==> config.mk <==
export PLATFORM = sky130hd
export DESIGN_NAME = gesture_detect_control
export DESIGN_NICKNAME = d
export VERILOG_FILES = /design/src/rtl/gesture_pkg.sv /design/src/rtl/xtalk_if.sv /design/src/rtl/gesture_detect_control.sv /design/src/rtl/crosstalk_sub.sv
export VERILOG_INCLUDE_DIRS = /design/src /design/src/rtl
export SDC_FILE = /design/constraint.sdc
export NUM_CORES = 1
export LEC_CHECK = 0
export BUFFER_PORTS_ARGS = -buffer_cell sky130_fd_sc_hd__buf_4
export CAP_MARGIN = 5
export CELL_PAD_IN_SITES_DETAIL_PLACEMENT = 2
export CELL_PAD_IN_SITES_GLOBAL_PLACEMENT = 2
export CORE_MARGIN = 4
export CORE_UTILIZATION = 30
export DETAILED_ROUTE_END_ITERATION = 10
export GPL_TIMING_DRIVEN = 0
export PLACE_DENSITY = 0.72
export REMOVE_ABC_BUFFERS = 1
export SYNTH_ARGS = -nofsm -noshare
export SYNTH_HDL_FRONTEND = slang
export SYNTH_SLANG_ARGS = --single-unit
==> constraint.sdc <==
create_clock -name i_sys_clk -period 16.18 [get_ports i_sys_clk]
set_input_delay 1.618 -clock i_sys_clk [delete_from_list [all_inputs] [get_ports i_sys_clk]]
set_output_delay 1.618 -clock i_sys_clk [all_outputs]
set_load 0.02 [all_outputs]
==> src/rtl/gesture_consts.svh <==
// register offsets, field positions, reset values and timing figures
`ifndef GESTURE_CONSTS_SVH
`define GESTURE_CONSTS_SVH

`define ADDR_WAIT_PULSE     8'h91
`define ADDR_EXIT_PERSIST   8'h92
`define ADDR_ENTRY_LOW      8'h93
`define ADDR_EXIT_THR       8'h94
`define ADDR_GATE_THR       8'h95
`define ADDR_XTALK_N        8'h96
`define ADDR_XTALK_S        8'h97
`define ADDR_XTALK_E        8'h98
`define ADDR_XTALK_W        8'h99
`define ADDR_DEVICE_ID      8'h9a
`define ADDR_MAKER_ID       8'h9b
`define ADDR_ENTRY_HIGH     8'hc3

`define WAIT_FIELD_MSB      6
`define WAIT_FIELD_LSB      4
`define PULSE_FIELD_MSB     3
`define PULSE_FIELD_LSB     0
`define PERSIST_FIELD_MSB   3
`define PERSIST_FIELD_LSB   2
`define ID_FIELD_MSB        7
`define ID_FIELD_LSB        4

`define RST_WAIT_PULSE      7'h00
`define RST_PERSIST         2'h0
`define RST_ENTRY           11'h7ff
`define RST_EXIT            8'h00
`define RST_GATE            8'h00
`define RST_XTALK           8'h00
`define ID_RESERVED_BITS    4'h1

`define THR_BLOCK           8'hff
`define FULL_RUN_DATASETS   6'h20

`define CLK_PERIOD_NS       10
`define NS_PER_MS           1000000
`define WAIT_MS_0           0
`define WAIT_MS_1           2
`define WAIT_MS_2           4
`define WAIT_MS_3           6
`define WAIT_MS_4           10
`define WAIT_MS_5           14
`define WAIT_MS_6           18
`define WAIT_MS_7           22

`endif

==> src/rtl/gesture_pkg.sv <==
// types shared by the gesture control block
package gesture_pkg;
    typedef logic [7:0]  dir_data_t;
    typedef logic [10:0] prox_data_t;
    typedef logic [21:0] wait_count_t;
    // gray order along idle -> pulse -> sample -> wait
    typedef enum logic [1:0] {
        ST_IDLE   = 2'b00,
        ST_PULSE  = 2'b01,
        ST_SAMPLE = 2'b11,
        ST_WAIT   = 2'b10
    } seq_state_t;
endpackage

==> src/rtl/xtalk_if.sv <==
// raw, offset and corrected directional data between top and subtractor
`timescale 1ns/1ns
`default_nettype none
interface xtalk_if;
    import gesture_pkg::*;
    dir_data_t raw_n, raw_s, raw_e, raw_w;
    dir_data_t off_n, off_s, off_e, off_w;
    dir_data_t corr_n, corr_s, corr_e, corr_w;
    modport sub (
        input  raw_n, raw_s, raw_e, raw_w,
        input  off_n, off_s, off_e, off_w,
        output corr_n, corr_s, corr_e, corr_w
    );
    modport top (
        output raw_n, raw_s, raw_e, raw_w,
        output off_n, off_s, off_e, off_w,
        input  corr_n, corr_s, corr_e, corr_w
    );
endinterface
`default_nettype wire

==> src/rtl/gesture_detect_control.sv <==
// gesture control registers, crosstalk correction and integration sequencer
// Behaviour
// - wait 0,2,4,6,10,14,18,22 ms between datasets, from bits 6:4
// - fire led pulse count from bits 3:0; zero still gives one pulse
// - leave integration on exit occurrence number persistence field plus one
// - compare proximity result with entry threshold to start integration
// - entry threshold zero enters on any valid proximity result while gesture mode is enabled
// - entry threshold low 8 bits at 0x93, high 3 at 0xc3, reset ones
// - compare gesture data with exit threshold at 0x94 to leave
// - exit threshold zero runs a full 32 datasets before leaving
// - exit or gate threshold all ones blocks every gesture event
// - event only when west-east or north-south difference exceeds gate, or gate is zero
// - gate threshold zero triggers an event unless exit threshold is all ones
// - subtract north, south, east, west offsets at 0x96 to 0x99
// - read-only part code in bits 7:4, bits 3:0 reserved
// - read-only maker code at 0x9b
`timescale 1ns/1ns
`default_nettype none
`include "gesture_consts.svh"
module gesture_detect_control
#(
    parameter int unsigned CYCLES_PER_MS = `NS_PER_MS / `CLK_PERIOD_NS,
    // arbitrary identity values
    parameter logic [3:0]  DEVICE_CODE   = 4'h3,
    parameter logic [7:0]  MAKER_CODE    = 8'h5a
)
(
    // clock and reset
    input  wire logic                    i_sys_clk,
    input  wire logic                    i_reset_n,
    // register port
    input  wire logic [7:0]              i_reg_addr,
    input  wire logic [7:0]              i_reg_wdata,
    input  wire logic                    i_reg_wr,
    input  wire logic                    i_reg_rd,
    output logic      [7:0]              o_reg_rdata,
    output logic                         o_reg_rvalid,
    // measurement side
    input  wire logic                    i_gesture_mode_enable,
    input  wire gesture_pkg::prox_data_t i_proximity_result,
    input  wire logic                    i_proximity_valid,
    input  wire gesture_pkg::dir_data_t  i_north_raw,
    input  wire gesture_pkg::dir_data_t  i_south_raw,
    input  wire gesture_pkg::dir_data_t  i_east_raw,
    input  wire gesture_pkg::dir_data_t  i_west_raw,
    input  wire logic                    i_dataset_valid,
    // sequencer outputs
    output logic                         o_gesture_led,
    output logic                         o_dataset_req,
    output logic                         o_gesture_event,
    output logic                         o_integrating,
    output gesture_pkg::dir_data_t       o_north_data,
    output gesture_pkg::dir_data_t       o_south_data,
    output gesture_pkg::dir_data_t       o_east_data,
    output gesture_pkg::dir_data_t       o_west_data
);
    import gesture_pkg::*;

    function automatic wait_count_t wait_cycles(input logic [2:0] code);
        int unsigned ms;
        ms = `WAIT_MS_0;
        unique case (code)
            3'h0: ms = `WAIT_MS_0;
            3'h1: ms = `WAIT_MS_1;
            3'h2: ms = `WAIT_MS_2;
            3'h3: ms = `WAIT_MS_3;
            3'h4: ms = `WAIT_MS_4;
            3'h5: ms = `WAIT_MS_5;
            3'h6: ms = `WAIT_MS_6;
            3'h7: ms = `WAIT_MS_7;
        endcase
        wait_cycles = wait_count_t'(ms * CYCLES_PER_MS);
    endfunction

    function automatic dir_data_t abs_diff(input dir_data_t a,
                                           input dir_data_t b);
        abs_diff = (a > b) ? dir_data_t'(a - b) : dir_data_t'(b - a);
    endfunction

    // registers
    logic [6:0]  wait_pulse_reg;
    logic [1:0]  persist_reg;
    prox_data_t  entry_reg;
    dir_data_t   exit_reg, gate_reg;
    dir_data_t   xn_reg, xs_reg, xe_reg, xw_reg;

    // sequencer state
    seq_state_t  state_reg, state_next;
    logic        led_reg;
    logic [3:0]  pulse_cnt_reg;
    wait_count_t wait_cnt_reg;
    logic [5:0]  ds_cnt_reg;
    logic [1:0]  occ_cnt_reg;
    logic        gated_reg;
    logic        req_reg, event_reg;
    dir_data_t   on_reg, os_reg, oe_reg, ow_reg;
    logic [7:0]  rdata_reg;
    logic        rvalid_reg;

    // write decode
    wire wr_wait  = i_reg_wr && (i_reg_addr == `ADDR_WAIT_PULSE);
    wire wr_pers  = i_reg_wr && (i_reg_addr == `ADDR_EXIT_PERSIST);
    wire wr_entl  = i_reg_wr && (i_reg_addr == `ADDR_ENTRY_LOW);
    wire wr_enth  = i_reg_wr && (i_reg_addr == `ADDR_ENTRY_HIGH);
    wire wr_exit  = i_reg_wr && (i_reg_addr == `ADDR_EXIT_THR);
    wire wr_gate  = i_reg_wr && (i_reg_addr == `ADDR_GATE_THR);
    wire wr_xn    = i_reg_wr && (i_reg_addr == `ADDR_XTALK_N);
    wire wr_xs    = i_reg_wr && (i_reg_addr == `ADDR_XTALK_S);
    wire wr_xe    = i_reg_wr && (i_reg_addr == `ADDR_XTALK_E);
    wire wr_xw    = i_reg_wr && (i_reg_addr == `ADDR_XTALK_W);

    xtalk_if xt ();
    assign xt.raw_n = i_north_raw;
    assign xt.raw_s = i_south_raw;
    assign xt.raw_e = i_east_raw;
    assign xt.raw_w = i_west_raw;
    assign xt.off_n = xn_reg;
    assign xt.off_s = xs_reg;
    assign xt.off_e = xe_reg;
    assign xt.off_w = xw_reg;
    crosstalk_sub u_xtalk (.x(xt.sub));

    // field selection
    wire [2:0] wait_code   = wait_pulse_reg[`WAIT_FIELD_MSB:`WAIT_FIELD_LSB];
    wire [3:0] pulse_field = wait_pulse_reg[`PULSE_FIELD_MSB:`PULSE_FIELD_LSB];
    wire [3:0] last_idx    = (pulse_field == 4'h0) ? 4'h0
                                                   : 4'(pulse_field - 4'h1);
    wire       last_pulse  = led_reg && (pulse_cnt_reg == last_idx);

    wire entry_ok = i_gesture_mode_enable && i_proximity_valid &&
                    ((entry_reg == 11'h000) ||
                     (i_proximity_result > entry_reg));
    wire blocked  = (exit_reg == `THR_BLOCK) || (gate_reg == `THR_BLOCK);
    wire dwe_big  = abs_diff(xt.corr_w, xt.corr_e) > gate_reg;
    wire dns_big  = abs_diff(xt.corr_n, xt.corr_s) > gate_reg;
    wire gate_ok  = !blocked &&
                    ((gate_reg == 8'h00) || dwe_big || dns_big);
    // every direction below exit threshold is an exit occurrence
    wire exit_hit = (exit_reg != 8'h00) &&
                    (xt.corr_n < exit_reg) && (xt.corr_s < exit_reg) &&
                    (xt.corr_e < exit_reg) && (xt.corr_w < exit_reg);
    // leave on occurrence persistence plus one
    // at most a full run of datasets
    wire full_run = ds_cnt_reg == 6'(`FULL_RUN_DATASETS - 6'h01);
    wire leave    = full_run || (exit_hit && (occ_cnt_reg == persist_reg));
    wire sample   = (state_reg == ST_SAMPLE) && i_dataset_valid;
    wire go_on    = gated_reg ? !leave : gate_ok;
    wire gate_now = sample && !gated_reg && gate_ok;

    always_comb
    begin
        state_next = state_reg;
        unique case (state_reg)
            ST_IDLE:   if (entry_ok) state_next = ST_PULSE;
            ST_PULSE:  if (last_pulse) state_next = ST_SAMPLE;
            ST_SAMPLE: if (i_dataset_valid)
                           state_next = go_on ? ST_WAIT : ST_IDLE;
            ST_WAIT:   if (wait_cnt_reg == 22'h00_0000)
                           state_next = ST_PULSE;
        endcase
        if (!i_gesture_mode_enable)
            state_next = ST_IDLE;
    end

    // read mux; reserved bits read zero, except device id bits 3:0, which read 1
    logic [7:0] rdata_next;
    always_comb
    begin
        rdata_next = 8'h00;
        unique case (i_reg_addr)
            `ADDR_WAIT_PULSE:   rdata_next = {1'b0, wait_pulse_reg};
            `ADDR_EXIT_PERSIST: rdata_next = {4'h0, persist_reg, 2'b00};
            `ADDR_ENTRY_LOW:    rdata_next = entry_reg[7:0];
            `ADDR_ENTRY_HIGH:   rdata_next = {5'h00, entry_reg[10:8]};
            `ADDR_EXIT_THR:     rdata_next = exit_reg;
            `ADDR_GATE_THR:     rdata_next = gate_reg;
            `ADDR_XTALK_N:      rdata_next = xn_reg;
            `ADDR_XTALK_S:      rdata_next = xs_reg;
            `ADDR_XTALK_E:      rdata_next = xe_reg;
            `ADDR_XTALK_W:      rdata_next = xw_reg;
            `ADDR_DEVICE_ID:    rdata_next = {DEVICE_CODE, `ID_RESERVED_BITS};
            `ADDR_MAKER_ID:     rdata_next = MAKER_CODE;
            default:            rdata_next = 8'h00;
        endcase
    end

    // entry threshold split over two offsets, reset to ones
    always_ff @(posedge i_sys_clk)
    begin
        if (!i_reset_n)
            entry_reg <= `RST_ENTRY;
        else
        begin
            if (wr_entl) entry_reg[7:0]  <= i_reg_wdata;
            if (wr_enth) entry_reg[10:8] <= i_reg_wdata[2:0];
        end
    end

    always_ff @(posedge i_sys_clk)
    begin
        if (!i_reset_n)
        begin
            wait_pulse_reg <= `RST_WAIT_PULSE;
            persist_reg    <= `RST_PERSIST;
            exit_reg       <= `RST_EXIT;
            gate_reg       <= `RST_GATE;
        end
        else
        begin
            if (wr_wait) wait_pulse_reg <= i_reg_wdata[6:0];
            if (wr_pers)
                persist_reg <= i_reg_wdata[`PERSIST_FIELD_MSB:
                                           `PERSIST_FIELD_LSB];
            if (wr_exit) exit_reg <= i_reg_wdata;
            if (wr_gate) gate_reg <= i_reg_wdata;
        end
    end

    always_ff @(posedge i_sys_clk)
    begin
        if (!i_reset_n)
        begin
            xn_reg <= `RST_XTALK;
            xs_reg <= `RST_XTALK;
            xe_reg <= `RST_XTALK;
            xw_reg <= `RST_XTALK;
        end
        else
        begin
            if (wr_xn) xn_reg <= i_reg_wdata;
            if (wr_xs) xs_reg <= i_reg_wdata;
            if (wr_xe) xe_reg <= i_reg_wdata;
            if (wr_xw) xw_reg <= i_reg_wdata;
        end
    end

    always_ff @(posedge i_sys_clk)
    begin
        if (!i_reset_n)
        begin
            rdata_reg  <= 8'h00;
            rvalid_reg <= 1'b0;
        end
        else
        begin
            rvalid_reg <= i_reg_rd;
            if (i_reg_rd) rdata_reg <= rdata_next;
        end
    end

    // led toggles, one count per completed pulse
    always_ff @(posedge i_sys_clk)
    begin
        if (!i_reset_n || state_next != ST_PULSE)
        begin
            led_reg       <= 1'b0;
            pulse_cnt_reg <= 4'h0;
        end
        else
        begin
            led_reg <= !led_reg;
            if (led_reg) pulse_cnt_reg <= 4'(pulse_cnt_reg + 4'h1);
        end
    end

    // wait loaded on entry, counted down
    always_ff @(posedge i_sys_clk)
    begin
        if (!i_reset_n)
            wait_cnt_reg <= 22'h00_0000;
        else if (state_reg != ST_WAIT)
            wait_cnt_reg <= wait_cycles(wait_code);
        else if (wait_cnt_reg != 22'h00_0000)
            wait_cnt_reg <= 22'(wait_cnt_reg - 22'h00_0001);
    end

    always_ff @(posedge i_sys_clk)
    begin
        if (!i_reset_n || state_next == ST_IDLE)
        begin
            gated_reg   <= 1'b0;
            ds_cnt_reg  <= 6'h00;
            occ_cnt_reg <= 2'h0;
        end
        else if (gate_now)
        begin
            gated_reg  <= 1'b1;
            ds_cnt_reg <= 6'h01;
        end
        else if (sample && gated_reg)
        begin
            ds_cnt_reg <= 6'(ds_cnt_reg + 6'h01);
            if (exit_hit) occ_cnt_reg <= 2'(occ_cnt_reg + 2'h1);
        end
    end

    always_ff @(posedge i_sys_clk)
    begin
        if (!i_reset_n)
        begin
            state_reg <= ST_IDLE;
            req_reg   <= 1'b0;
            event_reg <= 1'b0;
        end
        else
        begin
            state_reg <= state_next;
            req_reg   <= (state_reg == ST_PULSE) && (state_next == ST_SAMPLE);
            event_reg <= gate_now && i_gesture_mode_enable;
        end
    end

    // corrected data captured per dataset
    always_ff @(posedge i_sys_clk)
    begin
        if (!i_reset_n)
        begin
            on_reg <= 8'h00;
            os_reg <= 8'h00;
            oe_reg <= 8'h00;
            ow_reg <= 8'h00;
        end
        else if (sample)
        begin
            on_reg <= xt.corr_n;
            os_reg <= xt.corr_s;
            oe_reg <= xt.corr_e;
            ow_reg <= xt.corr_w;
        end
    end

    assign o_reg_rdata     = rdata_reg;
    assign o_reg_rvalid    = rvalid_reg;
    assign o_gesture_led   = led_reg;
    assign o_dataset_req   = req_reg;
    assign o_gesture_event = event_reg;
    assign o_integrating   = gated_reg;
    assign o_north_data    = on_reg;
    assign o_south_data    = os_reg;
    assign o_east_data     = oe_reg;
    assign o_west_data     = ow_reg;
endmodule
`default_nettype wire

==> src/rtl/crosstalk_sub.sv <==
// per-direction crosstalk subtraction, saturating at zero
`timescale 1ns/1ns
`default_nettype none
module crosstalk_sub
(
    xtalk_if.sub x
);
    import gesture_pkg::*;

    function automatic dir_data_t sat_sub(input dir_data_t a,
                                          input dir_data_t b);
        sat_sub = (a > b) ? dir_data_t'(a - b) : 8'h00;
    endfunction

    assign x.corr_n = sat_sub(x.raw_n, x.off_n);
    assign x.corr_s = sat_sub(x.raw_s, x.off_s);
    assign x.corr_e = sat_sub(x.raw_e, x.off_e);
    assign x.corr_w = sat_sub(x.raw_w, x.off_w);
endmodule
`default_nettype wire

Word level (Yosys, flattened, before mapping)
Memories as Yosys holds them, arrays and structs flattened. A register that Yosys moved wholly into a read port is not among the register bits.
Cells that the tools add are included.

operators by class
  add/sub/neg operators = 13
  $mul = 1
  $lt $le $gt $ge = 13
  eq/ne operators = 23
  multiplexer cells = 24
  bitwise logic cells = 2
  reduce and logical (&&, ||, !) cells = 50

operators by type and width
  cell                                                                   count
  8-bit equality test, second input constant                             14
  8-bit case mux with 12 select lines                                    1
  8-bit > comparator                                                     8
  32-bit 2-to-1 mux                                                      2
  8-bit subtractor                                                       8
  8-bit 2-to-1 mux                                                       6
  22-bit 2-to-1 mux                                                      2
  8-bit less-than comparator                                             4
  32-bit by 12-bit multiplier with 17-bit output, second input constant  1
  1-bit logical AND                                                      25
  22-bit zero test                                                       1
  22-bit nonzero test                                                    1
  22-bit by 1-bit subtractor with 22-bit output, second input constant   1
  2-bit 2-to-1 mux                                                       6
  11-bit > comparator                                                    1
  11-bit zero test                                                       1
  8-bit zero test                                                        1
  2-bit case mux with 4 select lines                                     1
  8-bit nonzero test                                                     1
  1-bit logical OR                                                       7
  6-bit by 1-bit adder with 6-bit output, second input constant          1
  2-bit equality test, second input constant                             3
  6-bit by 5-bit equality test with 1-bit output, second input constant  1
  3-bit 2-to-1 mux                                                       2
  17 further kinds                                                       27

storage, ports and cells
  flip-flop bits (word level) = 149
  ROM bits = 32
  input bits = 66
  output and inout port bits = 45
  word-level logic and storage cells = 154
  memories = 1

memory list
  name              words  width  rd ports  clocked after Yosys merged registers in  wr ports  line                          RTL
  (name not given)  8      4      1         1                                        0         gesture_detect_control.sv:62  unique case (code)

Logic depth before layout (Yosys ltp)
Gate-level depths: netlist (run 1).

  depth in word-level cells = 18
  mapped depth = 28
  mapped depth without buffers = 26

Cells and area by module
Synthesis (run 1) repeated with hierarchy kept, for this count alone.

unflattened totals
  cells, all modules = 1462
  area total of the unflattened synthesis = 11603.6 um^2

by module, submodules not included
  module                  instances  cells an instance  area each (um^2)  sequential area each (um^2)
  gesture_detect_control  1          1222               9967.1            3062.9
  crosstalk_sub           1          240                1636.6            0.0

Worst setup path before layout (run 1)
No wires, ideal clock.

  path type = input port to flip-flop
  from = input port i_west_raw[0]
  to = register ds_cnt_reg[1]
  library setup time = 0.131 ns
  arrival = 6.697 ns
  data required time = 16.049 ns
  slack = 9.353 ns
  stages = 28
  path buffers = 2
  path through = inv_1 ha_1 inv_1 fa_1 nand3_1 and2_1 o221a_2 or2_1 nor3_1 inv_1 ha_1 buf_2 nor2_1 a211oi_2 o22ai_1 or2_1 buf_4 mux2_4 a211oi_2 xnor2_1 ha_1 a21o_1 a21oi_1 o21ai_0 a311oi_1 o2111ai_1 o2111ai_1 a21oi_1

on the way
  longest elaborated chain between the ends = 16
  elaborated cells on any way between the ends = 25
  classes of those cells = 3 x add/sub; 4 x order compare; 7 x mux; 11 x reduce/logical

ends and longest elaborated chain
  what                                                    line                           RTL
  from (decl)                                             gesture_detect_control.sv:45   input wire gesture_pkg::dir_data_t i_west_raw,
  8-bit subtractor or 8-bit > comparator (tied branches)  crosstalk_sub.sv:12            sat_sub = (a > b) ? dir_data_t'(a - b) : 8'h00;
  8-bit 2-to-1 mux *                                      crosstalk_sub.sv:12
  via u_xtalk.x.corr_w[3]                                 xtalk_if.sv:12                 output corr_n, corr_s, corr_e, corr_w
  8-bit subtractor or 8-bit > comparator (tied branches)  gesture_detect_control.sv:77   abs_diff = (a > b) ? dir_data_t'(a - b) : dir_data_t'(b - a);
  8-bit 2-to-1 mux                                        gesture_detect_control.sv:77
  8-bit > comparator                                      gesture_detect_control.sv:134  wire dwe_big = abs_diff(xt.corr_w, xt.corr_e) > gate_reg;
  1-bit logical OR (2 in a row)                           gesture_detect_control.sv:137  ((gate_reg == 8'h00) || dwe_big || dns_big);
  1-bit logical AND                                       gesture_detect_control.sv:136  wire gate_ok = !blocked &&
  1-bit 2-to-1 mux                                        gesture_detect_control.sv:147  wire go_on = gated_reg ? !leave : gate_ok;
  2-bit 2-to-1 mux                                        gesture_detect_control.sv:157  state_next = go_on ? ST_WAIT : ST_IDLE;
  2-bit 2-to-1 mux                                        gesture_detect_control.sv:156  ST_SAMPLE: if (i_dataset_valid)
  2-bit case mux with 4 select lines                      gesture_detect_control.sv:153  unique case (state_reg)
  2-bit 2-to-1 mux                                        gesture_detect_control.sv:161  if (!i_gesture_mode_enable)
  2-bit zero test                                         gesture_detect_control.sv:279  if (!i_reset_n || state_next == ST_IDLE)
  1-bit logical OR                                        gesture_detect_control.sv:279
  2-bit OR reduction (no source line) *                   -
  to (signal assigned)                                    gesture_detect_control.sv:292  ds_cnt_reg <= 6'(ds_cnt_reg + 6'h01);
  to (decl)                                               gesture_detect_control.sv:92   logic [5:0] ds_cnt_reg;

Mark *: on every way through the listed nets, which the timed path passes. The rest lies on a longest branch.
A chain may end at the register's enable or synchronous reset.

Worst setup path after layout (run 1)
  from = input port i_west_raw[0]
  to = register ds_cnt_reg[2]

Same word-level chain as after synthesis.

==> results of run 1 <==
routing by layer:
layer | share of wire | global-route usage | wire, µm | vias to the layer above
met5 | 0 | 0 | 0 | -
met4 | 0.016 | 0.0526 | 725 | 0
met3 | 0.019 | 0.0230 | 818 | 41
met2 | 0.49 | 0.367 | 21400 | 125
met1 | 0.48 | 0.281 | 21200 | 5635
li1 | - | - | - | 5401
synth_stat cells (4+ instances only):
library cell and count:
dfxtp_1 153, nand2b_1 20, o21ai_0 55, o31ai_1 7
a211oi_1 15, and3_1 10, nor2b_1 17, xor2_1 22
clkbuf_1 50, nor2_1 117, a31o_2 6, nand4_1 20
inv_1 130, a32oi_1 7, or2_2 4, fa_1 10
nand3_1 74, o21bai_1 6, a21boi_0 11, nor3_1 43
o22ai_1 7, nand2_1 167, a21o_1 16, xnor2_1 32
o211ai_1 15, a221oi_1 5, a22oi_1 13, and2_1 10
nand3b_1 4, nor4_1 10, o21a_1 14, a21oi_1 125
nor3b_1 6, mux2i_1 41, ha_1 143, or3_1 17
mux2_2 9
worst max path at each step:
stage	from	end	slack, ns	cells past startpoint
final	i_west_raw[0]	ds_cnt_reg[2]	7.75	26
after global placement	i_west_raw[0]	ds_cnt_reg[4]	7.44	26
after detailed placement	i_west_raw[0]	ds_cnt_reg[2]	7.35	25
after global routing	i_west_raw[0]	ds_cnt_reg[4]	7.36	26
after floorplan	i_west_raw[0]	ds_cnt_reg[1]	9.31	25
after CTS	i_west_raw[0]	ds_cnt_reg[2]	7.82	25
power breakdown:
group,switching [W],internal [W]
Clock,0.000186,0.000250
Sequential,0.000000432,0.000377
Combinational,0.000178,0.000120
critical path, stage by stage:
cell	delay (ns)
buf_4	0.08
inv_1	0.04
ha_1	0.20
inv_1	0.07
fa_1	0.20
nand3_1	0.14
and2_1	0.20
o221a_2	0.30
or2_1	0.30
nor3_1	0.69
inv_1	0.10
ha_1	0.49
nand4_1	0.14
nor3_1	0.61
or2_1	0.56
mux2_2	0.42
a22o_1	0.24
a211oi_1	0.47
ha_1	0.22
nand3_1	0.11
nor3_1	0.19
o21ai_0	0.13
a311oi_1	0.36
o2111ai_1	0.22
o2111ai_1	0.50
a21oi_1	0.14
cell families (layout without fill, tap and decap cells):
logic type      after synthesis  in the layout  synth area share
simple gates                541            541             0.224
buf+inv                     191            276            0.0637
compound gates              347            347             0.194
fa+ha+maj                   153            153             0.170
xor+xnor                     54             54            0.0405
mux                          51             51            0.0451
flops                       153            153             0.262
stage by stage:
stage / util / power [W] / setup WS, ns
global route: 0.353 / 0.00117 / 7.36
floorplan: - / 0.000580 / 9.31
CTS: 0.353 / 0.00112 / 7.82
global placement: 0.335 / 0.000667 / 7.44
detailed placement: 0.337 / 0.000681 / 7.35
finish: 0.353 / 0.00111 / 7.75
layout make-up:
cell class                      count  area, µm²
Timing Repair Buffer              113        888
Inverter                          131        494
Clock inverter                     11        160
Clock buffer                       21        450
Multi-Input combinational cell   1146       7900
Fill cell                        4510      25000
Sequential cell                   153       3060
Tap cell                          518        648
==> impl_results.md, run 1 <==
- Max FO, Critical Path: 11
- Largest cells by area after synthesis: dfxtp_1 (26%), ha_1 (15%), nand2_1 (5.4%)
- Final GP Congestion: 0.885
- First-pass DRT Iterations: 4
- Fin. Hold Viols: 0
- Seq/Total Area, Yosys: 0.262
- Grt total ovfl: 0
- Clk root buf: clkbuf_16
- Finished Layout Cells: 2093
- Vias post-DR: 11200
- Leak Pwr: 5.70 nW
- Most common cell after layout, fill and taps aside: nand2_1
- Die area: 42200 µm²
- NumNets Final: 1781
- Final setup vio count: 0
- Post-synth top area share: 0.262
- Crit path DAT: 8.75 ns
- Max FFs per register: 22
- Post-CTS Setup Inserts: 0
- All-Layer GR Usage: 0.211
- FF-to-FF path depth: 24
- Reg-to-reg endpoint: ds_cnt_reg[2]
- Die X: 205 µm
- Final min period: 8.43 ns
- Hold WC Path Type: flip-flop to flip-flop
- Slew at the pin closest to its max-slew limit: 1.19 ns
- Clock buffer depth: 2
- Post-synthesis cell area: 11700 µm²
- WL/cell: 21.1 µm
- Commonest non-fill, non-tap cells in the layout: nand2_1 (167), dfxtp_1 (153), ha_1 (143), inv_1 (130), a21oi_1 (125)
- Number of global-route vias before repair: 12400
- Placed insts: 2061
- Hold path start: o_south_data[2]
- Number of hold buffers added after CTS: 0
- Placeable Area: 38600 µm²
- Unrepaired setup endpoints after global routing: no
- Die H: 205 µm
- Largest net degree at the start of global routing: 63
- Period utilization: 0.521
- Layout cells sized above 1: 0.121
- Clk sink count: 153
- Vias/cell: 5.35
- PwrDens: 81.6 nW/µm²
- WHS Path Cells: 2
- Placed cell areas: 13000 µm²
- Io pins: 111
- Syn-to-layout area delta: 16.3%
- Resize count post-CTS: 0
- Synthesis Warnings: 0
- Starting Density: 0.303
- IO buf count: 110
- Final Max Tran Viols: 0
- # diodes: 0
- Hold Slack: 0.457 ns
- Synth unique cells: 89
- CP startpoint kind: primary input
- Final WL: 44100 µm
- TNS Setup: 0 ns
- R2R Path Start: xt.off_w[0]
- Avg Inst Size Synth: 7.85 µm²
- CTS buffer count: 17
- Later-pin clock latency in the skew report: 0.46 ns
- Fmax: 119 MHz
- Hpwl dp: 34500 µm
- Number of synthesized flops with an enable pin: 0
- H-tree depth: 4
- CP Class: primary input to flip-flop
- Cell Rows: 72
- Antenna violations before repair: 0
- First-pass GRT wire length: 70200 µm
- Slew Limit Headroom: 0.209
- CP Data Required Time: 16.50 ns
- DRC: 0
- CTS tree: yes
- Crit path capture type: flip-flop
- R2R Setup Slk: 8.70 ns
- Most used DFF post-synth: dfxtp_1
- Fin area: 13600 µm²
- Peak supply drop: 0.0615 mV
- MaxCap Viol Count: 0
- Hold Path Sink: o_south_data[2]
- DRT iter0 DRCs: 501
- Layout Skew: 0.0140 ns
- Yosys top cell by area: dfxtp_1
- Run status: finished, final reports clean
- Synth Register Bits: 153
- Antenna Nets Post-Route: 0
- Clock-pin slew on the worst setup and hold paths: 0.07 ns
- Cells after Synth: 1490
- Asr flop ratio synth: 0
Power figures use the tool's default switching activity.
==> run 2, diff against run 1 <==
--- a/config.mk
+++ b/config.mk
@@ -6,6 +6,7 @@
 export SDC_FILE = /design/constraint.sdc
 export NUM_CORES = 1
 export LEC_CHECK = 0
+export ABC_AREA = 1
 export BUFFER_PORTS_ARGS = -buffer_cell sky130_fd_sc_hd__buf_4
 export CAP_MARGIN = 5
 export CELL_PAD_IN_SITES_DETAIL_PLACEMENT = 2
@@ -14,7 +15,7 @@
 export CORE_UTILIZATION = 30
 export DETAILED_ROUTE_END_ITERATION = 10
 export GPL_TIMING_DRIVEN = 0
-export PLACE_DENSITY = 0.72
+export PLACE_DENSITY = 0.75
 export REMOVE_ABC_BUFFERS = 1
 export SYNTH_ARGS = -nofsm -noshare
 export SYNTH_HDL_FRONTEND = slang
==> constraint.sdc (replaced) <==
create_clock -name i_sys_clk -period 8.44 [get_ports i_sys_clk]
set_input_delay 0.844 -clock i_sys_clk [delete_from_list [all_inputs] [get_ports i_sys_clk]]
set_output_delay 0.844 -clock i_sys_clk [all_outputs]
set_load 0.02 [all_outputs]
==> impl_results.md, run 2 <==
- Avg Inst Size Synth: 6.99 µm²
- Max FFs per register: 22
- Number of hold buffers added after CTS: 0
- Clock-pin slew on the worst setup and hold paths: 0.07 ns
- CP top delay family: simple AND/OR/NAND/NOR gates
- Switching power: 0.000710 W
- MaxCap Viol Count: 0
- Vias post-DR: 11000
- Most used DFF post-synth: dfxtp_1
- CP Data Required Time: 8.84 ns
- WL/cell: 19.3 µm
- Top cells by count, synth: inv_1 (269), nand2_1 (239), a21oi_1 (170)
- Clock power frac: 0.384
- Vias/cell: 5.14
- Commonest non-fill, non-tap cells in the layout: inv_1 (269), nand2_1 (239), a21oi_1 (170), dfxtp_1 (153), nor2_1 (149)
- P_int: 0.00133 W
- CTS buffer count: 17
- FF-to-FF path depth: 42
- Hold path start: wait_cnt_reg[0]
- CP startpoint kind: primary input
- Fmax: 155 MHz
- Flop pwr share: 0.354
- Clk sink count: 153
- CP max stage cell: ha_1
- Hold WC Path Type: flip-flop to flip-flop
- Post-CTS Setup Inserts: 0
- Slew Limit Headroom: 0.370
- CTS tree: yes
- Asr flop ratio synth: 0
- WHS Path Cells: 1
- Starting Density: 0.307
- Period utilization: 0.764
- Layout Skew: 0.0135 ns
- Worst Path Buf+Inv: 9
- Die X: 200 µm
- Slew at the pin closest to its max-slew limit: 0.942 ns
- Reg-to-reg endpoint: ds_cnt_reg[2]
- Clock buffer depth: 2
- Synth unique cells: 45
- Io pins: 111
- Later-pin clock latency in the skew report: 0.46 ns
- Largest net degree at the start of global routing: 88
- IO buf count: 110
- Leak Pwr: 6.13 nW
- H-tree depth: 4
- Synthesis Warnings: 0
- Run status: finished, final reports clean
- Final WL: 41400 µm
- Grt total ovfl: 0
- All-Layer GR Usage: 0.209
- Most common cell after layout, fill and taps aside: inv_1
- # diodes: 0
- Layout cells sized above 1: 0.0993
- R2R Setup Slk: 2.10 ns
- Total Power: 0.00204 W
- Post-synthesis cell area: 11000 µm²
- Placeable Area: 35900 µm²
- Clk root buf: clkbuf_16
- Unrepaired setup endpoints after global routing: no
- Gate power share: 0.262
- Net Sw Frac: 0.348
- Cells after Synth: 1577
- Final min period: 6.45 ns
- Max incr delay on CP: 0.40 ns
- Post-synth top area share: 0.278
- Hpwl dp: 32600 µm
- WP depth: 42
- PwrDens: 158 nW/µm²
- Crit path capture type: flip-flop
- Seq/Total Area, Yosys: 0.278
- Largest cells by area after synthesis: dfxtp_1 (28%), ha_1 (16%), inv_1 (9.2%)
- First-pass DRT Iterations: 4
- Antenna violations before repair: 0
- NumNets Final: 1887
- CP Class: primary input to flip-flop
- Peak supply drop: 0.152 mV
- Yosys top cell by area: dfxtp_1
- Crit path DAT: 6.85 ns
- DRC: 0
- Number of global-route vias before repair: 12000
- Max FO, Critical Path: 8
- Fin. Hold Viols: 0
- Final setup vio count: 0
- Final GP Congestion: 0.826
- Synth Register Bits: 153
- Syn-to-layout area delta: 16.9%
- TNS Setup: 0 ns
- Final Max Tran Viols: 0
- Cell Rows: 69
- Hold Path Sink: wait_cnt_reg[0]
- R2R Path Start: xs_reg[2]
- Resize count post-CTS: 0
- DRT iter0 DRCs: 386
- Die area: 39900 µm²
- First-pass GRT wire length: 66100 µm
- Antenna Nets Post-Route: 0
- Most frequent cell after synthesis: inv_1
- Die H: 200 µm
- Number of synthesized flops with an enable pin: 0
==> run 2: per-layer routing <==
layer / global-route usage / routed length (µm)
met3: 0.0235 / 1100
met4: 0.0465 / 493
met2: 0.350 / 19400
met1: 0.292 / 20400
met5: 0 / 0
==> run 2: per-stage QoR <==
step,std cells,instance area (µm²),utilization,hold slack [ns],setup slack [ns]
3_3_place_gp,2108,12300,0.342,0.437,1.75
6_report,2142,12900,0.359,0.467,1.99
4_1_cts,2142,12900,0.359,0.468,1.99
3_5_place_dp,2110,12300,0.343,0.453,1.54
2_1_floorplan,1537,10900,-,0.422,3.10
5_1_grt,2142,12900,0.359,0.497,1.20
==> run 2: worst max path at each step <==
stage,from,end
3_5_place_dp,i_south_raw[2],ds_cnt_reg[2]
6_report,i_south_raw[2],ds_cnt_reg[2]
3_3_place_gp,i_south_raw[2],ds_cnt_reg[1]
5_1_grt,i_south_raw[2],ds_cnt_reg[2]
4_1_cts,i_south_raw[2],ds_cnt_reg[2]
2_1_floorplan,i_south_raw[2],ds_cnt_reg[1]
==> run 2: cell families after synthesis <==
group | Yosys count | share of synthesized area
AND/OR/NAND/NOR | 523 | 0.203
AO/OA/AOI/OAI | 385 | 0.193
XOR/XNOR | 42 | 0.0334
flip-flops | 153 | 0.278
adder cells (fa/ha/maj) | 153 | 0.180
multiplexers | 6 | 0.00545
buffers and inverters | 315 | 0.107
==> run 2: power groups by stage <==
stage / Combinational (W) / Clock [W] / Sequential [W]
after detailed placement: 0.000530 / 0 / 0.000740
after global routing: 0.000611 / 0.000829 / 0.000723
after CTS: 0.000539 / 0.000803 / 0.000723
after floorplan: 0.000347 / 0 / 0.000741
after global placement: 0.000498 / 0 / 0.000740
final: 0.000535 / 0.000783 / 0.000724
==> run 2: worst register-to-register path, delay by kind of cell (launching register included) <==
family | cells | cell delay [ns]
flops | 1 | 0.31
fa+ha+maj | 3 | 1.03
simple gates | 19 | 2.14
buf+inv | 9 | 0.80
compound gates | 10 | 1.79
xor+xnor | 1 | 0.19
==> run 2: layout make-up <==
type / instances / area, µm²
fill: 4328 / 23000
clock buffer: 20 / 467
timing repair buffer: 112 / 866
sequential: 153 / 3060
multi-input combinational: 1109 / 6790
tap: 461 / 577
inverter: 275 / 1030
clock inverter: 12 / 103
==> run 3, diff against run 2 <==
--- a/config.mk
+++ b/config.mk
@@ -15,7 +15,7 @@
 export CORE_UTILIZATION = 30
 export DETAILED_ROUTE_END_ITERATION = 10
 export GPL_TIMING_DRIVEN = 0
-export PLACE_DENSITY = 0.75
+export PLACE_DENSITY = 0.78
 export REMOVE_ABC_BUFFERS = 1
 export SYNTH_ARGS = -nofsm -noshare
 export SYNTH_HDL_FRONTEND = slang
==> constraint.sdc (replaced) <==
create_clock -name i_sys_clk -period 5.73 [get_ports i_sys_clk]
set_input_delay 0.573 -clock i_sys_clk [delete_from_list [all_inputs] [get_ports i_sys_clk]]
set_output_delay 0.573 -clock i_sys_clk [all_outputs]
set_load 0.02 [all_outputs]
==> impl_results.md, run 3 (synthesis gave the netlist of run 2 again) <==
- Crit path DAT: 6.01 ns
- Final min period: 5.65 ns
- DRC: 0
- Vias/cell: 5.24
- Layout cells sized above 1: 0.188
- Die area: 39900 µm²
- Period utilization: 0.986
- IO buf count: 110
- CP startpoint kind: flip-flop
- Clock-pin slew on the worst setup and hold paths: 0.08 ns
- Grt total ovfl: 0
- Max FO, Critical Path: 8
- Commonest non-fill, non-tap cells in the layout: inv_1 (250), nand2_1 (222), a21oi_1 (162), dfxtp_1 (147), buf_4 (143)
- MaxCap Viol Count: 0
- First-pass DRT Iterations: 5
- Hpwl dp: 32600 µm
- FF+latch area: 3070 µm²
- Multi-input gate area: 7430 µm²
- Final Max Tran Viols: 0
- PwrDens: 237 nW/µm²
- Final WL: 44900 µm
- CTS tree: yes
- Starting Density: 0.307
- Fin. Hold Viols: 0
- Antenna violations before repair: 0
- Crit path capture type: flip-flop
- Fmax: 177 MHz
- CTS buffer count: 17
- All-Layer GR Usage: 0.211
- CP Data Required Time: 6.08 ns
- Clock buffer depth: 2
- Largest net degree at the start of global routing: 88
- Slew at the pin closest to its max-slew limit: 0.938 ns
- Syn-to-layout area delta: 25.2%
- # diodes: 0
- First-pass GRT wire length: 66300 µm
- Later-pin clock latency in the skew report: 0.45 ns
- Final GP Congestion: 0.825
- WL/cell: 20.6 µm
- Cell Rows: 69
- Run status: finished, final reports clean
- Die H: 200 µm
- Leak Pwr: 6.36 nW
- Max FFs per register: 22
- H-tree depth: 4
- Slew Limit Headroom: 0.375
- Final setup vio count: 0
- Peak supply drop: 0.233 mV
- Vias post-DR: 11400
- CP max stage cell: or3_4
- Number of global-route vias before repair: 12100
- Most common cell after layout, fill and taps aside: inv_1
- Io pins: 111
- DRT iter0 DRCs: 506
- Hold WC Path Type: primary input to flip-flop
- Max incr delay on CP: 0.41 ns
- Worst Path Buf+Inv: 6
- TNS Setup: 0 ns
- Antenna Nets Post-Route: 0
- Most frequent CP cell: nor2_1
- # fillers: 4291
- Clk root buf: clkbuf_16
- NumNets Final: 1920
- Number of hold buffers added after CTS: 0
- Clk sink count: 153
- Layout Skew: 0.0169 ns
- CP top delay family: simple AND/OR/NAND/NOR gates
- Placeable Area: 35900 µm²
- CP Class: flip-flop to flip-flop
- Die X: 200 µm
- Fin util: 0.384
-- run 3: changes by cell type in the layout (fill, tap and decap cells not counted), moves of 7 or more --
| cell | before | now |
|---|---|---|
| inv_2 | 2 | 16 |
| buf_4 | 110 | 143 |
| o21ai_0 | 134 | 124 |
| a21oi_2 | 1 | 8 |
| nand2_1 | 239 | 222 |
| nand2_2 | 4 | 17 |
| a21oi_1 | 170 | 162 |
| nor2_1 | 149 | 134 |
| ha_1 | 143 | 123 |
| nor2_2 | 6 | 15 |
| ha_4 | 0 | 16 |
| nand3_2 | 2 | 10 |
| nand3_1 | 48 | 39 |
| inv_1 | 269 | 250 |
-- run 3: timing repair --
item,in CTS,in global routing
buffers inserted,1,32
endpoints found under the setup margin,17,17
gates resized for setup,35,129
endpoints found under the hold margin,0,0
gates cloned,0,0
pin swaps,4,54
-- run 3: final cells by class --
type	instances	share of cell area
multi-input combinational	1109	0.538
sequential	153	0.222
timing repair buffer	145	0.0806
inverter	275	0.0759
tap	461	0.0418
clock buffer	18	0.0318
clock inverter	14	0.00942
-- run 3: worst register-to-register path: cells and delay by family (launching register included) --
kind | cells | cell delay, ns
AOI/OAI and AO/OA | 7 | 0.97
and+or+nand+nor | 21 | 2.57
adders and majority gates | 3 | 0.81
xor gates and xnor gates | 1 | 0.18
DFF | 1 | 0.34
buffers and inverters | 6 | 0.44
muxes | 1 | 0.25
-- run 3: metal layers --
metal | GRT usage | vias up | wire length [µm]
met5 | 0 | - | 0
li1 | - | 5503 | -
met1 | 0.290 | 5698 | 21100
met3 | 0.0277 | 28 | 1300
met2 | 0.357 | 167 | 22000
met4 | 0.0420 | 0 | 578
-- run 3: stage by stage --
stage                     std cells  instance area (µm²)  worst slack, ns  power (W)  hold slack [ns]
final                          2175                13800           0.0783    0.00327            0.408
after global routing           2175                13800           -0.299    0.00345            0.408
after CTS                      2143                13100         0.000603    0.00306            0.391
after detailed placement       2110                12300           -0.940    0.00187            0.456
after global placement         2108                12300           -0.651    0.00182            0.439
after floorplan                1537                10900            0.664    0.00160            0.422
-- run 3: worst paths after layout --
check	start	end	slack, ns	depth (start not counted)
worst max register to register	xs_reg[2]	ds_cnt_reg[3]	0.08	39
worst min-delay path	i_reg_rd	o_reg_rvalid	0.41	3
worst max-delay path	xs_reg[2]	ds_cnt_reg[3]	0.08	39
worst min register to register	wait_cnt_reg[0]	wait_cnt_reg[0]	0.47	1
-- run 3: report_power, final --
part           total [W]  internal (W)  switching (W)  leakage, nW
Clock            0.00116      0.000588       0.000571        0.277
Combinational    0.00104      0.000426       0.000618         4.85
Sequential       0.00107       0.00106     0.00000147         1.24
Total            0.00327       0.00208        0.00119         6.36
